<file path="src/link_setup_pkg.sv">
// Shared constants and types for the logical link assignment and setup block.
package link_setup_pkg;
	localparam int LINKS = 8;
	localparam int LW = 3;
	localparam int LLN_W = 13;
	localparam int DLCI_W = 13;
	localparam int CAM_DEPTH = 4;
	localparam logic [DLCI_W-1:0] BCAST_DLCI = 13'h1fff;

	localparam logic [4:0] OFS_CMD = 5'h00;
	localparam logic [4:0] OFS_SEM = 5'h04;
	localparam logic [4:0] OFS_ARG_LINK = 5'h08;
	localparam logic [4:0] OFS_ARG_DLCI = 5'h0c;
	localparam logic [4:0] OFS_ARG_POOL = 5'h10;
	localparam logic [4:0] OFS_CONFIG = 5'h14;
	localparam logic [4:0] OFS_LINK_STAT = 5'h18;
	localparam logic [4:0] OFS_TOP = 5'h1c;

	localparam logic [7:0] SEM_READY = 8'hff;
	localparam logic [7:0] SEM_BUSY = 8'h00;
	localparam logic [7:0] N200_RESET = 8'h03;

	localparam logic [7:0] CMD_POOL_ASSIGN = 8'h01;
	localparam logic [7:0] CMD_ACTIVATE = 8'h02;
	localparam logic [7:0] CMD_ADDR_ASSIGN = 8'h03;
	localparam logic [7:0] CMD_ESTABLISH = 8'h04;
	localparam logic [7:0] CMD_UNNUM_TX = 8'h05;

	localparam logic [3:0] LS_NONE = 4'h0;
	localparam logic [3:0] LS_UNASSIGNED = 4'h1;
	localparam logic [3:0] LS_ASSIGNED = 4'h4;
	localparam logic [3:0] LS_AWAITING_ESTABLISHMENT_STATE = 4'h5;
	localparam logic [3:0] LS_AWAITING_RELEASE_STATE = 4'h6;
	localparam logic [3:0] LS_EST_NORM = 4'h7;

	localparam logic [2:0] FR_UI = 3'h0;
	localparam logic [2:0] FR_SABME = 3'h1;
	localparam logic [2:0] FR_UA = 3'h2;
	localparam logic [2:0] FR_DM = 3'h3;
	localparam logic [2:0] FR_DISC = 3'h4;

	localparam int EV_FULL = 0;
	localparam int EV_PEER = 1;
	localparam int EV_CONF = 2;
	localparam int EV_REL = 3;
	localparam int EV_MERR = 4;
	localparam int EV_DATA = 5;

	localparam int CLK_HZ = 20000000;
	localparam int T200_MS = 1000;
	localparam int T200_CYC = T200_MS * (CLK_HZ / 1000);

	typedef enum logic [1:0] {T_NONE, T_START, T_STOP} tmr_op_t;
endpackage

</file>
<file path="src/link_lookup_cam.sv">
// On-chip lookup store pairing an address with a local link number.
module link_lookup_cam import link_setup_pkg::*; (
	// Clock and reset
	input  wire logic              i_mclk,
	input  wire logic              i_rst_n,
	// Insert
	input  wire logic              i_insert,
	input  wire logic [DLCI_W-1:0] i_dlci,
	input  wire logic [LLN_W-1:0]  i_link,
	// Lookup
	input  wire logic [DLCI_W-1:0] i_find,
	output logic                   o_hit,
	output logic [LLN_W-1:0]       o_link,
	// Status
	output logic                   o_full
);
	typedef struct packed {
		logic [CAM_DEPTH-1:0]             valid;
		logic [CAM_DEPTH-1:0][DLCI_W-1:0] dlci;
		logic [CAM_DEPTH-1:0][LLN_W-1:0]  link;
	} cam_t;
	cam_t s_reg;
	cam_t s_next;
	logic done;

	always_comb begin
		s_next = s_reg;
		done = 1'b0;
		o_hit = 1'b0;
		o_link = '0;
		for (int i = 0; i < CAM_DEPTH; i++) begin
			if (s_reg.valid[i] && s_reg.dlci[i] == i_find) begin
				o_hit = 1'b1;
				o_link = s_reg.link[i];
			end
			if (i_insert && !done && !s_reg.valid[i]) begin
				s_next.valid[i] = 1'b1;
				s_next.dlci[i] = i_dlci;
				s_next.link[i] = i_link;
				done = 1'b1;
			end
		end
	end

	always_ff @(posedge i_mclk) begin
		if (!i_rst_n) begin
			s_reg <= '0;
		end else begin
			s_reg <= s_next;
		end
	end

	assign o_full = &s_reg.valid;
endmodule // link_lookup_cam

</file>
<file path="src/t200_timer.sv">
// Per-link acknowledgement timers with sticky expiry flags.
module t200_timer import link_setup_pkg::*; #(
	parameter int T200_CYCLES = T200_CYC
) (
	// Clock and reset
	input  wire logic           i_mclk,
	input  wire logic           i_rst_n,
	// Control
	input  wire tmr_op_t        i_op,
	input  wire logic [LW-1:0]  i_link,
	// Expiry
	output logic [LINKS-1:0]    o_expired
);
	typedef struct packed {
		logic [LINKS-1:0]        run;
		logic [LINKS-1:0]        exp;
		logic [LINKS-1:0][31:0]  cnt;
	} tmr_t;
	tmr_t s_reg;
	tmr_t s_next;

	always_comb begin
		s_next = s_reg;
		for (int i = 0; i < LINKS; i++) begin
			if (s_reg.run[i]) begin
				if (s_reg.cnt[i] <= 32'h1) begin
					s_next.run[i] = 1'b0;
					s_next.exp[i] = 1'b1;
				end else begin
					s_next.cnt[i] = s_reg.cnt[i] - 32'h1;
				end
			end
		end
		// A restart or stop discards any expiry not yet served.
		if (i_op == T_START) begin
			s_next.run[i_link] = 1'b1;
			s_next.exp[i_link] = 1'b0;
			s_next.cnt[i_link] = 32'(T200_CYCLES);
		end else if (i_op == T_STOP) begin
			s_next.run[i_link] = 1'b0;
			s_next.exp[i_link] = 1'b0;
		end
	end

	always_ff @(posedge i_mclk) begin
		if (!i_rst_n) begin
			s_reg <= '0;
		end else begin
			s_reg <= s_next;
		end
	end

	assign o_expired = s_reg.exp;
endmodule // t200_timer

</file>
<file path="src/link_setup_ctrl.sv">
// Link activation, address assignment and link setup controller with register slave.
//
// Behaviour
// - The low 3 bits of the 13-bit local link number index per-link context.
// - Activate fetches the link address and loads address/link pair into a free lookup slot.
// - In expanded mode activate writes the link number into the external match table.
// - Activate leaves the link in state 1, unassigned endpoint.
// - Unnumbered transmit request sends the queued frame as a UI frame.
// - Received UI on a link not in state 0 is stored from the link's pool with a data event.
// - Address assign records the link in the store chosen by mode.
// - A full lookup store raises a lookup-full event.
// - Address assign moves state 1 to state 4; other states stay.
// - Establish is accepted in any state, even before assignment.
// - Accepted peer SABME sends UA and clears counters, busy flag and variables.
// - Accepted peer SABME restarts activity timer, updates top link, signals setup.
// - SABME while awaiting release is answered with DM, state kept.
// - Establish sends SABME, starts T200, clears count, enters state 5.
// - UA in state 5 establishes the link, confirms, clears busy and variables.
// - DM in state 5 stops T200 and signals release.
// - In state 5 UI is still stored as data; SABME or DISC is a collision.
// - T200 expiry in state 5 resends SABME, restarts T200, counts a retry.
// - At the retry limit T200 stops with release and management error events.
//
// Design decisions made here: the Avalon-MM register port and the address map.
module link_setup_ctrl import link_setup_pkg::*; #(
	parameter int T200_CYCLES = T200_CYC
) (
	// Clock and reset
	input  wire logic              i_mclk,
	input  wire logic              i_rst_n,
	// Avalon-MM slave
	input  wire logic [4:0]        i_avm_address,
	input  wire logic              i_avm_read,
	input  wire logic              i_avm_write,
	input  wire logic [31:0]       i_avm_writedata,
	input  wire logic [3:0]        i_avm_byteenable,
	output logic [31:0]            o_avm_readdata,
	output logic                   o_avm_waitrequest,
	// Received frames
	input  wire logic              i_rx_valid,
	input  wire logic [2:0]        i_rx_kind,
	input  wire logic [DLCI_W-1:0] i_rx_dlci,
	input  wire logic [LLN_W-1:0]  i_rx_link,
	// Frames to send
	output logic                   o_tx_valid,
	output logic [2:0]             o_tx_kind,
	output logic [LLN_W-1:0]       o_tx_link,
	// External match table write
	output logic                   o_match_we,
	output logic [DLCI_W-1:0]      o_match_addr,
	output logic [LLN_W-1:0]       o_match_data,
	// Events and receive storage
	output logic [5:0]             o_event,
	output logic [LLN_W-1:0]       o_event_link,
	output logic                   o_store_valid,
	output logic [7:0]             o_store_pool,
	output logic                   o_activity_restart,
	output logic [LLN_W-1:0]       o_activity_link
);
	typedef struct packed {
		logic                          waitreq;
		logic [31:0]                   rdata;
		logic [7:0]                    cmd;
		logic [7:0]                    sem;
		logic                          cmd_pend;
		logic [LLN_W-1:0]              arg_link;
		logic [DLCI_W-1:0]             arg_dlci;
		logic [7:0]                    arg_pool;
		logic                          expanded;
		logic [7:0]                    n200;
		logic [LLN_W-1:0]              top;
		logic [LINKS-1:0][3:0]         lstate;
		logic [LINKS-1:0][7:0]         retx;
		logic [LINKS-1:0]              rbusy;
		logic [LINKS-1:0][6:0]         vs;
		logic [LINKS-1:0][6:0]         vr;
		logic [LINKS-1:0][6:0]         va;
		logic [LINKS-1:0][7:0]         pool;
		logic                          tx_valid;
		logic [2:0]                    tx_kind;
		logic [LLN_W-1:0]              tx_link;
		logic                          match_we;
		logic [DLCI_W-1:0]             match_addr;
		logic [LLN_W-1:0]              match_data;
		logic [5:0]                    event_bits;
		logic [LLN_W-1:0]              event_link;
		logic                          store_valid;
		logic [7:0]                    store_pool;
		logic                          act_restart;
		logic [LLN_W-1:0]              act_link;
		logic                          cam_ins;
		logic [DLCI_W-1:0]             cam_dlci;
		logic [LLN_W-1:0]              cam_link;
		tmr_op_t                       t_op;
		logic [LW-1:0]                 t_link;
	} ctrl_t;
	ctrl_t s_reg;
	ctrl_t s_next;

	logic [LINKS-1:0]  t_expired;
	logic              cam_full;
	logic              cam_hit;
	logic [LLN_W-1:0]  cam_link;
	logic              do_rx;
	logic              do_tmr;
	logic              do_cmd;
	logic [LW-1:0]     aidx;
	logic [LW-1:0]     ridx;
	logic [LW-1:0]     tidx;
	logic [LLN_W-1:0]  rlink;
	logic [31:0]       rd;
	logic [31:0]       wd;

	function automatic logic [31:0] be_merge(input logic [31:0] old, input logic [31:0] nw, input logic [3:0] be);
		logic [31:0] r;
		r = old;
		for (int b = 0; b < 4; b++) begin
			if (be[b]) begin
				r[b*8 +: 8] = nw[b*8 +: 8];
			end
		end
		return r;
	endfunction

	function automatic logic [LLN_W-1:0] top_of(input logic [LLN_W-1:0] top, input logic [LLN_W-1:0] link);
		return (link > top) ? link : top;
	endfunction

	link_lookup_cam u_cam (
		.i_mclk   (i_mclk),
		.i_rst_n  (i_rst_n),
		.i_insert (s_reg.cam_ins),
		.i_dlci   (s_reg.cam_dlci),
		.i_link   (s_reg.cam_link),
		.i_find   (i_rx_dlci),
		.o_hit    (cam_hit),
		.o_link   (cam_link),
		.o_full   (cam_full)
	);

	t200_timer #(.T200_CYCLES(T200_CYCLES)) u_t200 (
		.i_mclk    (i_mclk),
		.i_rst_n   (i_rst_n),
		.i_op      (s_reg.t_op),
		.i_link    (s_reg.t_link),
		.o_expired (t_expired)
	);

	always_comb begin
		s_next = s_reg;
		s_next.tx_valid = 1'b0;
		s_next.match_we = 1'b0;
		s_next.event_bits = '0;
		s_next.store_valid = 1'b0;
		s_next.act_restart = 1'b0;
		s_next.cam_ins = 1'b0;
		s_next.t_op = T_NONE;
		aidx = s_reg.arg_link[LW-1:0];
		rlink = s_reg.expanded ? i_rx_link : cam_link;
		ridx = rlink[LW-1:0];
		tidx = '0;
		for (int i = LINKS - 1; i >= 0; i--) begin
			if (t_expired[i]) begin
				tidx = LW'(i);
			end
		end
		do_rx = i_rx_valid && (s_reg.expanded || cam_hit);
		// Expiry flags lag a timer command by one cycle, so none is served then.
		do_tmr = !do_rx && (|t_expired) && s_reg.t_op == T_NONE;
		do_cmd = !do_rx && !do_tmr && s_reg.cmd_pend;

		case (i_avm_address)
			OFS_CMD: rd = {24'h0, s_reg.cmd};
			OFS_SEM: rd = {24'h0, s_reg.sem};
			OFS_ARG_LINK: rd = {19'h0, s_reg.arg_link};
			OFS_ARG_DLCI: rd = {19'h0, s_reg.arg_dlci};
			OFS_ARG_POOL: rd = {24'h0, s_reg.arg_pool};
			OFS_CONFIG: rd = {16'h0, s_reg.n200, 7'h0, s_reg.expanded};
			OFS_LINK_STAT: rd = {3'h0, s_reg.va[aidx], s_reg.vr[aidx], s_reg.vs[aidx], 3'h0, s_reg.rbusy[aidx],
				s_reg.lstate[aidx]};
			OFS_TOP: rd = {8'h0, s_reg.retx[aidx], 3'h0, s_reg.top};
			default: rd = 32'h0;
		endcase
		wd = be_merge(rd, i_avm_writedata, i_avm_byteenable);

		// First cycle of a request raises the answer; the write lands on the next edge.
		s_next.waitreq = !((i_avm_read || i_avm_write) && s_reg.waitreq);
		if ((i_avm_read || i_avm_write) && s_reg.waitreq) begin
			s_next.rdata = rd;
		end
		if (i_avm_write && !s_reg.waitreq) begin
			case (i_avm_address)
				OFS_CMD: begin
					// Commands while busy are dropped; software must poll first.
					if (s_reg.sem == SEM_READY) begin
						s_next.cmd = wd[7:0];
						s_next.cmd_pend = 1'b1;
						s_next.sem = SEM_BUSY;
					end
				end
				OFS_ARG_LINK: s_next.arg_link = wd[LLN_W-1:0];
				OFS_ARG_DLCI: s_next.arg_dlci = wd[DLCI_W-1:0];
				OFS_ARG_POOL: s_next.arg_pool = wd[7:0];
				OFS_CONFIG: begin
					s_next.expanded = wd[0];
					s_next.n200 = wd[15:8];
				end
				OFS_LINK_STAT: begin
					s_next.rbusy[aidx] = wd[4];
					s_next.vs[aidx] = wd[14:8];
					s_next.vr[aidx] = wd[21:15];
					s_next.va[aidx] = wd[28:22];
				end
				default: ;
			endcase
		end

		if (do_rx) begin
			s_next.event_link = rlink;
			s_next.tx_link = rlink;
			case (i_rx_kind)
				FR_UI: begin
					if (s_reg.lstate[ridx] != LS_NONE) begin
						s_next.store_valid = 1'b1;
						s_next.store_pool = s_reg.pool[ridx];
						s_next.event_bits[EV_DATA] = 1'b1;
					end
				end
				FR_SABME: begin
					s_next.tx_valid = 1'b1;
					if (s_reg.lstate[ridx] == LS_ASSIGNED || s_reg.lstate[ridx] == LS_EST_NORM) begin
						s_next.tx_kind = FR_UA;
						s_next.retx[ridx] = '0;
						s_next.rbusy[ridx] = 1'b0;
						s_next.vs[ridx] = '0;
						s_next.vr[ridx] = '0;
						s_next.va[ridx] = '0;
						s_next.act_restart = 1'b1;
						s_next.act_link = rlink;
						s_next.top = top_of(s_reg.top, rlink);
						s_next.lstate[ridx] = LS_EST_NORM;
						s_next.event_bits[EV_PEER] = 1'b1;
					end else if (s_reg.lstate[ridx] == LS_AWAITING_ESTABLISHMENT_STATE) begin
						s_next.tx_kind = FR_UA;
					end else begin
						s_next.tx_kind = FR_DM;
					end
				end
				FR_UA: begin
					if (s_reg.lstate[ridx] == LS_AWAITING_ESTABLISHMENT_STATE) begin
						s_next.lstate[ridx] = LS_EST_NORM;
						s_next.event_bits[EV_CONF] = 1'b1;
						s_next.rbusy[ridx] = 1'b0;
						s_next.vs[ridx] = '0;
						s_next.vr[ridx] = '0;
						s_next.va[ridx] = '0;
						s_next.t_op = T_STOP;
						s_next.t_link = ridx;
					end
				end
				FR_DM: begin
					if (s_reg.lstate[ridx] == LS_AWAITING_ESTABLISHMENT_STATE) begin
						s_next.t_op = T_STOP;
						s_next.t_link = ridx;
						s_next.event_bits[EV_REL] = 1'b1;
						s_next.lstate[ridx] = LS_ASSIGNED;
					end
				end
				FR_DISC: begin
					if (s_reg.lstate[ridx] == LS_AWAITING_ESTABLISHMENT_STATE) begin
						s_next.tx_valid = 1'b1;
						s_next.tx_kind = FR_DM;
					end
				end
				default: ;
			endcase
		end else if (do_tmr) begin
			s_next.t_link = tidx;
			s_next.t_op = T_STOP;
			if (s_reg.lstate[tidx] == LS_AWAITING_ESTABLISHMENT_STATE) begin
				s_next.event_link = LLN_W'(tidx);
				if (s_reg.retx[tidx] >= s_reg.n200) begin
					s_next.event_bits[EV_REL] = 1'b1;
					s_next.event_bits[EV_MERR] = 1'b1;
					s_next.lstate[tidx] = LS_ASSIGNED;
				end else begin
					s_next.t_op = T_START;
					s_next.retx[tidx] = s_reg.retx[tidx] + 8'h1;
					s_next.tx_valid = 1'b1;
					s_next.tx_kind = FR_SABME;
					s_next.tx_link = LLN_W'(tidx);
				end
			end
		end else if (do_cmd) begin
			s_next.cmd_pend = 1'b0;
			s_next.sem = SEM_READY;
			s_next.event_link = s_reg.arg_link;
			s_next.tx_link = s_reg.arg_link;
			case (s_reg.cmd)
				CMD_POOL_ASSIGN: s_next.pool[aidx] = s_reg.arg_pool;
				CMD_ACTIVATE, CMD_ADDR_ASSIGN: begin
					if (s_reg.expanded) begin
						s_next.match_we = 1'b1;
						s_next.match_addr = s_reg.arg_dlci;
						s_next.match_data = s_reg.arg_link;
					end else if (cam_full) begin
						s_next.event_bits[EV_FULL] = 1'b1;
					end else begin
						s_next.cam_ins = 1'b1;
						s_next.cam_dlci = s_reg.arg_dlci;
						s_next.cam_link = s_reg.arg_link;
					end
					if (s_reg.cmd == CMD_ACTIVATE) begin
						s_next.lstate[aidx] = LS_UNASSIGNED;
					end else if (s_reg.lstate[aidx] == LS_UNASSIGNED) begin
						s_next.lstate[aidx] = LS_ASSIGNED;
					end
				end
				CMD_ESTABLISH: begin
					s_next.tx_valid = 1'b1;
					s_next.tx_kind = FR_SABME;
					s_next.t_op = T_START;
					s_next.t_link = aidx;
					s_next.top = top_of(s_reg.top, s_reg.arg_link);
					s_next.retx[aidx] = '0;
					s_next.lstate[aidx] = LS_AWAITING_ESTABLISHMENT_STATE;
				end
				CMD_UNNUM_TX: begin
					s_next.tx_valid = 1'b1;
					s_next.tx_kind = FR_UI;
				end
				default: ;
			endcase
		end
	end

	always_ff @(posedge i_mclk) begin
		if (!i_rst_n) begin
			s_reg <= '0;
			s_reg.waitreq <= 1'b1;
			s_reg.sem <= SEM_READY;
			s_reg.n200 <= N200_RESET;
		end else begin
			s_reg <= s_next;
		end
	end

	assign o_avm_readdata = s_reg.rdata;
	assign o_avm_waitrequest = s_reg.waitreq;
	assign o_tx_valid = s_reg.tx_valid;
	assign o_tx_kind = s_reg.tx_kind;
	assign o_tx_link = s_reg.tx_link;
	assign o_match_we = s_reg.match_we;
	assign o_match_addr = s_reg.match_addr;
	assign o_match_data = s_reg.match_data;
	assign o_event = s_reg.event_bits;
	assign o_event_link = s_reg.event_link;
	assign o_store_valid = s_reg.store_valid;
	assign o_store_pool = s_reg.store_pool;
	assign o_activity_restart = s_reg.act_restart;
	assign o_activity_link = s_reg.act_link;

	a_activate_state: assert property (@(posedge i_mclk) disable iff (!i_rst_n)
		do_cmd && s_reg.cmd == CMD_ACTIVATE |=> s_reg.lstate[aidx] == LS_UNASSIGNED && s_reg.sem == SEM_READY)
		else $error("activate did not leave link unassigned");
	a_assign_promote: assert property (@(posedge i_mclk) disable iff (!i_rst_n)
		do_cmd && s_reg.cmd == CMD_ADDR_ASSIGN && s_reg.lstate[aidx] == LS_UNASSIGNED
		|=> s_reg.lstate[aidx] == LS_ASSIGNED)
		else $error("assign did not move link to assigned");
	a_assign_keep: assert property (@(posedge i_mclk) disable iff (!i_rst_n)
		do_cmd && s_reg.cmd == CMD_ADDR_ASSIGN && s_reg.lstate[aidx] != LS_UNASSIGNED
		|=> $stable(s_reg.lstate[aidx]))
		else $error("assign changed a link not unassigned");
	a_match_write: assert property (@(posedge i_mclk) disable iff (!i_rst_n)
		do_cmd && (s_reg.cmd == CMD_ACTIVATE || s_reg.cmd == CMD_ADDR_ASSIGN) && s_reg.expanded
		|=> o_match_we && o_match_data == $past(s_reg.arg_link) && o_match_addr == $past(s_reg.arg_dlci) ##1 !o_match_we)
		else $error("match table write missing");
	a_lookup_full: assert property (@(posedge i_mclk) disable iff (!i_rst_n)
		do_cmd && (s_reg.cmd == CMD_ACTIVATE || s_reg.cmd == CMD_ADDR_ASSIGN) && !s_reg.expanded && cam_full
		|=> o_event[EV_FULL] && !s_reg.cam_ins)
		else $error("lookup full event missing");
	a_establish_send: assert property (@(posedge i_mclk) disable iff (!i_rst_n)
		do_cmd && s_reg.cmd == CMD_ESTABLISH
		|=> o_tx_valid && o_tx_kind == FR_SABME && s_reg.t_op == T_START && s_reg.retx[aidx] == 8'h0
		&& s_reg.lstate[aidx] == LS_AWAITING_ESTABLISHMENT_STATE)
		else $error("establish request mishandled");
	a_peer_accept: assert property (@(posedge i_mclk) disable iff (!i_rst_n)
		do_rx && i_rx_kind == FR_SABME && s_reg.lstate[ridx] == LS_ASSIGNED
		|=> o_tx_kind == FR_UA && o_event[EV_PEER] && o_activity_restart && s_reg.lstate[$past(ridx)] == LS_EST_NORM)
		else $error("peer setup not accepted");
	a_release_refuse: assert property (@(posedge i_mclk) disable iff (!i_rst_n)
		do_rx && i_rx_kind == FR_SABME && s_reg.lstate[ridx] != LS_ASSIGNED && s_reg.lstate[ridx] != LS_AWAITING_ESTABLISHMENT_STATE
		&& s_reg.lstate[ridx] != LS_EST_NORM
		|=> o_tx_valid && o_tx_kind == FR_DM && !o_event[EV_PEER]
		&& s_reg.lstate[$past(ridx)] == $past(s_reg.lstate[ridx]))
		else $error("sabme while releasing not refused");
	a_confirm_ua: assert property (@(posedge i_mclk) disable iff (!i_rst_n)
		do_rx && i_rx_kind == FR_UA && s_reg.lstate[ridx] == LS_AWAITING_ESTABLISHMENT_STATE
		|=> o_event[EV_CONF] && s_reg.vs[$past(ridx)] == 7'h0 && s_reg.lstate[$past(ridx)] == LS_EST_NORM)
		else $error("ua did not confirm setup");
	a_retry_limit: assert property (@(posedge i_mclk) disable iff (!i_rst_n)
		do_tmr && s_reg.lstate[tidx] == LS_AWAITING_ESTABLISHMENT_STATE && s_reg.retx[tidx] >= s_reg.n200
		|=> o_event[EV_REL] && o_event[EV_MERR] && s_reg.t_op == T_STOP && !o_tx_valid)
		else $error("retry limit not reported");
endmodule // link_setup_ctrl

</file>
<file path="config.mk">
export PLATFORM = sky130hd
export DESIGN_NAME = link_setup_ctrl
export DESIGN_NICKNAME = d
export VERILOG_FILES = /design/src/link_setup_pkg.sv /design/src/link_lookup_cam.sv /design/src/t200_timer.sv /design/src/link_setup_ctrl.sv
export SDC_FILE = /design/constraint.sdc
export NUM_CORES = 2
export LEC_CHECK = 0
export BUFFER_PORTS_ARGS = -buffer_cell sky130_fd_sc_hd__buf_2
export CAP_MARGIN = 20
export CORE_ASPECT_RATIO = 0.6
export CORE_MARGIN = 2
export CORE_UTILIZATION = 37
export DETAILED_ROUTE_END_ITERATION = 12
export GPL_TIMING_DRIVEN = 0
export PLACE_DENSITY = 0.53
export SLEW_MARGIN = 10
export SYNTH_ARGS = -nofsm -noshare
export SYNTH_HDL_FRONTEND = slang
export SYNTH_HIERARCHICAL = 1
export SYNTH_SLANG_ARGS = --single-unit
export TNS_END_PERCENT = 5
</file>
<file path="constraint.sdc">
create_clock -name i_mclk -period 5.9 [get_ports i_mclk]
set_input_delay 0.59 -clock i_mclk [delete_from_list [all_inputs] [get_ports i_mclk]]
set_output_delay 0.59 -clock i_mclk [all_outputs]
set_load 0.02 [all_outputs]
</file>
# ---- Word-level counts from Yosys, hierarchy flattened
# Index checks and enable logic that the tools add are counted.
dict set report totals {
  ff_bits 940
  out_inout_bits 119
  elab_cells 490
}
dict set report op_classes {
  add_sub_neg 9
  magnitude_cmp 19
  n_eq_ne 44
  muxes 197
  n_bitwise 43
  reduce_logical 74
}
# cell count
set op_table {}
lappend op_table {{$mux 176} 4}
lappend op_table {{$mux 32} 22}
lappend op_table {{$pmux 176 s2} 1}
lappend op_table {{$mux 285} 1}
lappend op_table {{$le 32x1->1 const B} 8}
lappend op_table {{$mux 256} 1}
lappend op_table {{$sub 32x1->32 const B} 8}
lappend op_table {{$pmux 29 s8} 1}
lappend op_table {{$mux 109} 2}
lappend op_table {{$mux 13} 16}
lappend op_table {{$and 192x192->192} 1}
lappend op_table {{$mux 64} 3}
lappend op_table {{$mux 96} 2}
lappend op_table {{$not 192->192} 1}
lappend op_table {{$and 56x56->56} 3}
lappend op_table {{$bwmux 56} 3}
lappend op_table {{$and 64x64->64} 2}
lappend op_table {{$bwmux 64} 2}
lappend op_table {{$not 64->64} 2}
lappend op_table {{$and 24x24->24} 4}
lappend op_table {{$demux 32 s3} 1}
lappend op_table {{$not 24->24} 4}
lappend op_table {{$pmux 32 s3} 1}
lappend op_table {{$mux 27} 3}
lappend op_table {{82 further kinds} 290}

# ---- Logic depth before layout (Yosys ltp)
dict set report logic_depth {
  depth_word 18
  ltp_mapped 24
  mapped_depth_nobuf 19
}

# ---- Hierarchy
# Netlist, hierarchy kept.
# mod instances cells_each area_per_inst_um2
set modules_own_cells {}
lappend modules_own_cells {link_setup_ctrl 1 3416 27747.9}
lappend modules_own_cells {t200_timer 1 1520 13264.0}
lappend modules_own_cells {link_lookup_cam 1 620 5074.9}

# ---- Least setup slack after synthesis
# OpenSTA, ideal clock, no wires.
dict set report synth_timing {
  kind {input to register}
  from {input port i_rx_dlci[11]}
  to {register s_reg[459] (netlist name)}
  setup_ns 0.122
  t_arrival_ns 4.784
  required_ns 5.778
  path_slack_ns 0.994
  cell_stages 22
  path_cell_list {clkbuf_1 -> xnor2_1 -> nand4_1 -> nor4_1 -> o21bai_1 -> o21ai_0 -> o21a_1 -> nand2b_1 -> and2_1 -> inv_1 -> clkbuf_1 -> ha_1 -> nor2b_1 -> o21a_1 -> o21a_1 -> o21a_1 -> o21ai_0 -> a21oi_1 -> o311a_1 -> clkbuf_1 -> clkbuf_1 -> o311a_1}
}
# item line
set synth_lines {}
lappend synth_lines {{start: declaration} link_setup_ctrl.sv:42} ;# input wire logic [DLCI_W-1:0] i_rx_dlci,

==> out/metrics.cfg <==
[logic_synthesis]
synth-edff-count = 0
ys_types = 122
synth-seq-cells = 934
syn_avg_cell_area_um2 = 8.29
netlist_instances = 5556
async_reset_ff_share_pct = 0
ys.warnings.count = 6
seq_area_frac_synth_pct = 40.6
ys.flop_type = dfxtp_1
synthesis.area_um2 = 46100

[final_layout]
fill_cells = 12700
final_common_cell = nand2_1
layout-drive-gt1-share_pct = 13.8
area_delta_synth_final_pct = 14.1
largest_reg_flops = 438
final_cell_mix = nand2_1 (952), dfxtp_1 (934), nor2_1 (455)
layout.nets = 5973
finalNonFillerCells = 7560

[timing]
tightest_slew_ps = 1270
fin_crit_sh_pct = 99.2
clock.fmax_ghz = 0.171
finClkSkew_ps = 39.3
hold_violations = 0
min_period_ps = 5850
slew_headroom_pct = 15.6
maxSlewViolCount = 0
rsz0062_at_grt = no
setup_violations = 0
setup_tns_ps = 0
hold_ws_ps = 187

[global_route]
grt_pass1_vias = 40400
antenna_found_initial = 17
grt_remaining_overflow = 0
grt_pass1_wl_um = 284000
track_usage_pct = 29.9
grt_max_degree = 16

[placement]
dp_cells = 7367
dp_hpwl_um = 150000
port_buffers = 167
gp_congestion = 1.04

[clock_network]
clock_sinks = 934
cts-buffers-inserted = 94
htreeDepth = 3
root_buffer = clkbuf_16
cts_buffer_depth = 3
clkTransAtPathRegs_ps = 70
cts_tree = yes
clk_latency_ps = 730

[floorplanning]
die_x_um = 460
rows = 100
initial_core_util_pct = 37.2
dieHeight_um = 277
core_area_um2 = 124000
dieArea_um2 = 127000
io_pins = 194

[drt]
wl_um = 198000
dr.pass1.iters = 6
postRouteAntennaNets = 0
post-route-drc-count = 0
wire_per_inst_um = 26.2
via_per_inst = 5.90
first_iter_violations = 5638
vias = 44600

[worst_setup_path]
criticalPathCategory = reg2reg
endpoint_kind = flop
worstSetupStartpointType = flop
critPathArrivalTime_ps = 6510
required_ps = 6550
cp_max_fo = 10

[power]
pwr_density_cell_nw_per_um2 = 252
leakagePower_nw = 18.1
ir_worst_vdd_uv = 216
total_power_mw = 13.2

[job]
max_cap_viol_count = 0

[worst_hold_path]
hp-class = in2reg

[run_status]
outcome = complete, no violations

-- cells by family after synthesis --
family | Yosys count | synth area share, %
other | 1 | 0.00814
flip-flops | 934 | 40.6
adder cells (fa/ha/maj) | 51 | 1.38
buffers and inverters | 588 | 6.33
AO/OA/AOI/OAI | 1416 | 21.7
multiplexers | 91 | 2.13
AND/OR/NAND/NOR | 2195 | 22.5
XOR/XNOR | 280 | 5.34
-- cell type report --
class	instances	area (µm²)	share of cell area, %
Antenna cell	7	17.5	0.0333
Buffer	490	2560	4.88
Clock buffer	131	2740	5.20
Clock inverter	39	440	0.838
Inverter	97	364	0.692
Multi-Input combinational cell	4037	24700	46.9
Sequential cell	934	18700	35.6
Tap cell	1632	2040	3.88
Timing Repair Buffer	193	1040	1.98
-- worst max-delay path: stages, from the launching register on --
cell	delay (ps)
dfxtp_1	350
buf_4	170
buf_2	240
nor2b_1	220
o21bai_2	650
a22oi_1	200
a2bb2o_1	350
a221oi_4	610
ha_1	340
nand2b_1	140
a21oi_1	120
o21ai_0	140
a41oi_2	270
nand2_1	210
or3_1	350
buf_2	240
a21oi_4	330
nand2_1	190
inv_2	220
nand2_1	200
o2bb2ai_1	220
-- cells in the mapped netlist, types with 51 or more instances --
library cell  instances  area [µm²]
o21ai_0             116         581
a211oi_1             95         713
mux2i_1              75         751
xor2_1              106         928
nor4_1               80         500
a22oi_1             132         991
xnor2_1             173        1520
a21boi_0            114         856
a21oi_1             410        2050
nor2_1              456        1710
nand4_1              63         394
ha_1                 51         638
a22o_1               58         508
or3_1                60         375
nor3_1              143         716
dfxtp_1             934       18700
a31oi_1              54         338
buf_2                53         265
nand3_1             156         781
nand2_1             955        3580
buf_4               132         991
a21oi_2              96         841
clkbuf_1            259         972
inv_1                93         349
-- report_power, final --
| part | switching (mW) | internal, mW |
|---|---|---|
| Clock | 2.82 | 3.56 |
| Sequential | 0.0180 | 6.32 |
| Combinational | 0.396 | 0.126 |
| Total | 3.23 | 10.0 |
-- routing by layer --
| metal | up-vias | wire length (µm) | share of wire (%) | GRT usage (%) |
|---|---|---|---|---|
| met5 | - | 99 | 0.050 | 0.563 |
| met4 | 2 | 4950 | 2.5 | 7.31 |
| met3 | 270 | 23200 | 12 | 9.98 |
| met2 | 2261 | 74800 | 38 | 38.6 |
| met1 | 21800 | 95100 | 48 | 46.2 |
| li1 | 20200 | - | - | - |
-- what timing repair did --
| item | 4_1_cts | 5_1_grt |
|---|---|---|
| cloned | 0 | 0 |
| setup endpoints to repair | 306 | 131 |
| gates resized for setup | 27 | 15 |
| setup buffers | 4 | 11 |
| pin swaps | 4 | 6 |
| hold buffers | 0 | 0 |
-- per-stage QoR --
step	area (µm²)	setup slack [ps]	utilization, %
floorplan	46100	994	-
detailed placement	49100	-1270	39.7
CTS	52400	7.07	42.4
finish	52600	47.6	42.5
global placement	49000	-1570	39.6
global route	52600	14.1	42.5
-- final timing paths --
path	from	to	slack [ps]	cells past startpoint
min reg2reg	s_reg[164]$_SDFFE_PN0P_	s_reg[164]$_SDFFE_PN0P_	460	2
min	i_rx_kind[0]	o_event[2]$_SDFF_PN0_	190	2
max	u_t200/o_expired[3]$_SDFF_PN0_	s_reg[379]$_SDFFE_PN0P_	50	20
max reg2reg	u_t200/o_expired[3]$_SDFF_PN0_	s_reg[379]$_SDFFE_PN0P_	50	20
(Power assumes the default switching activity.)
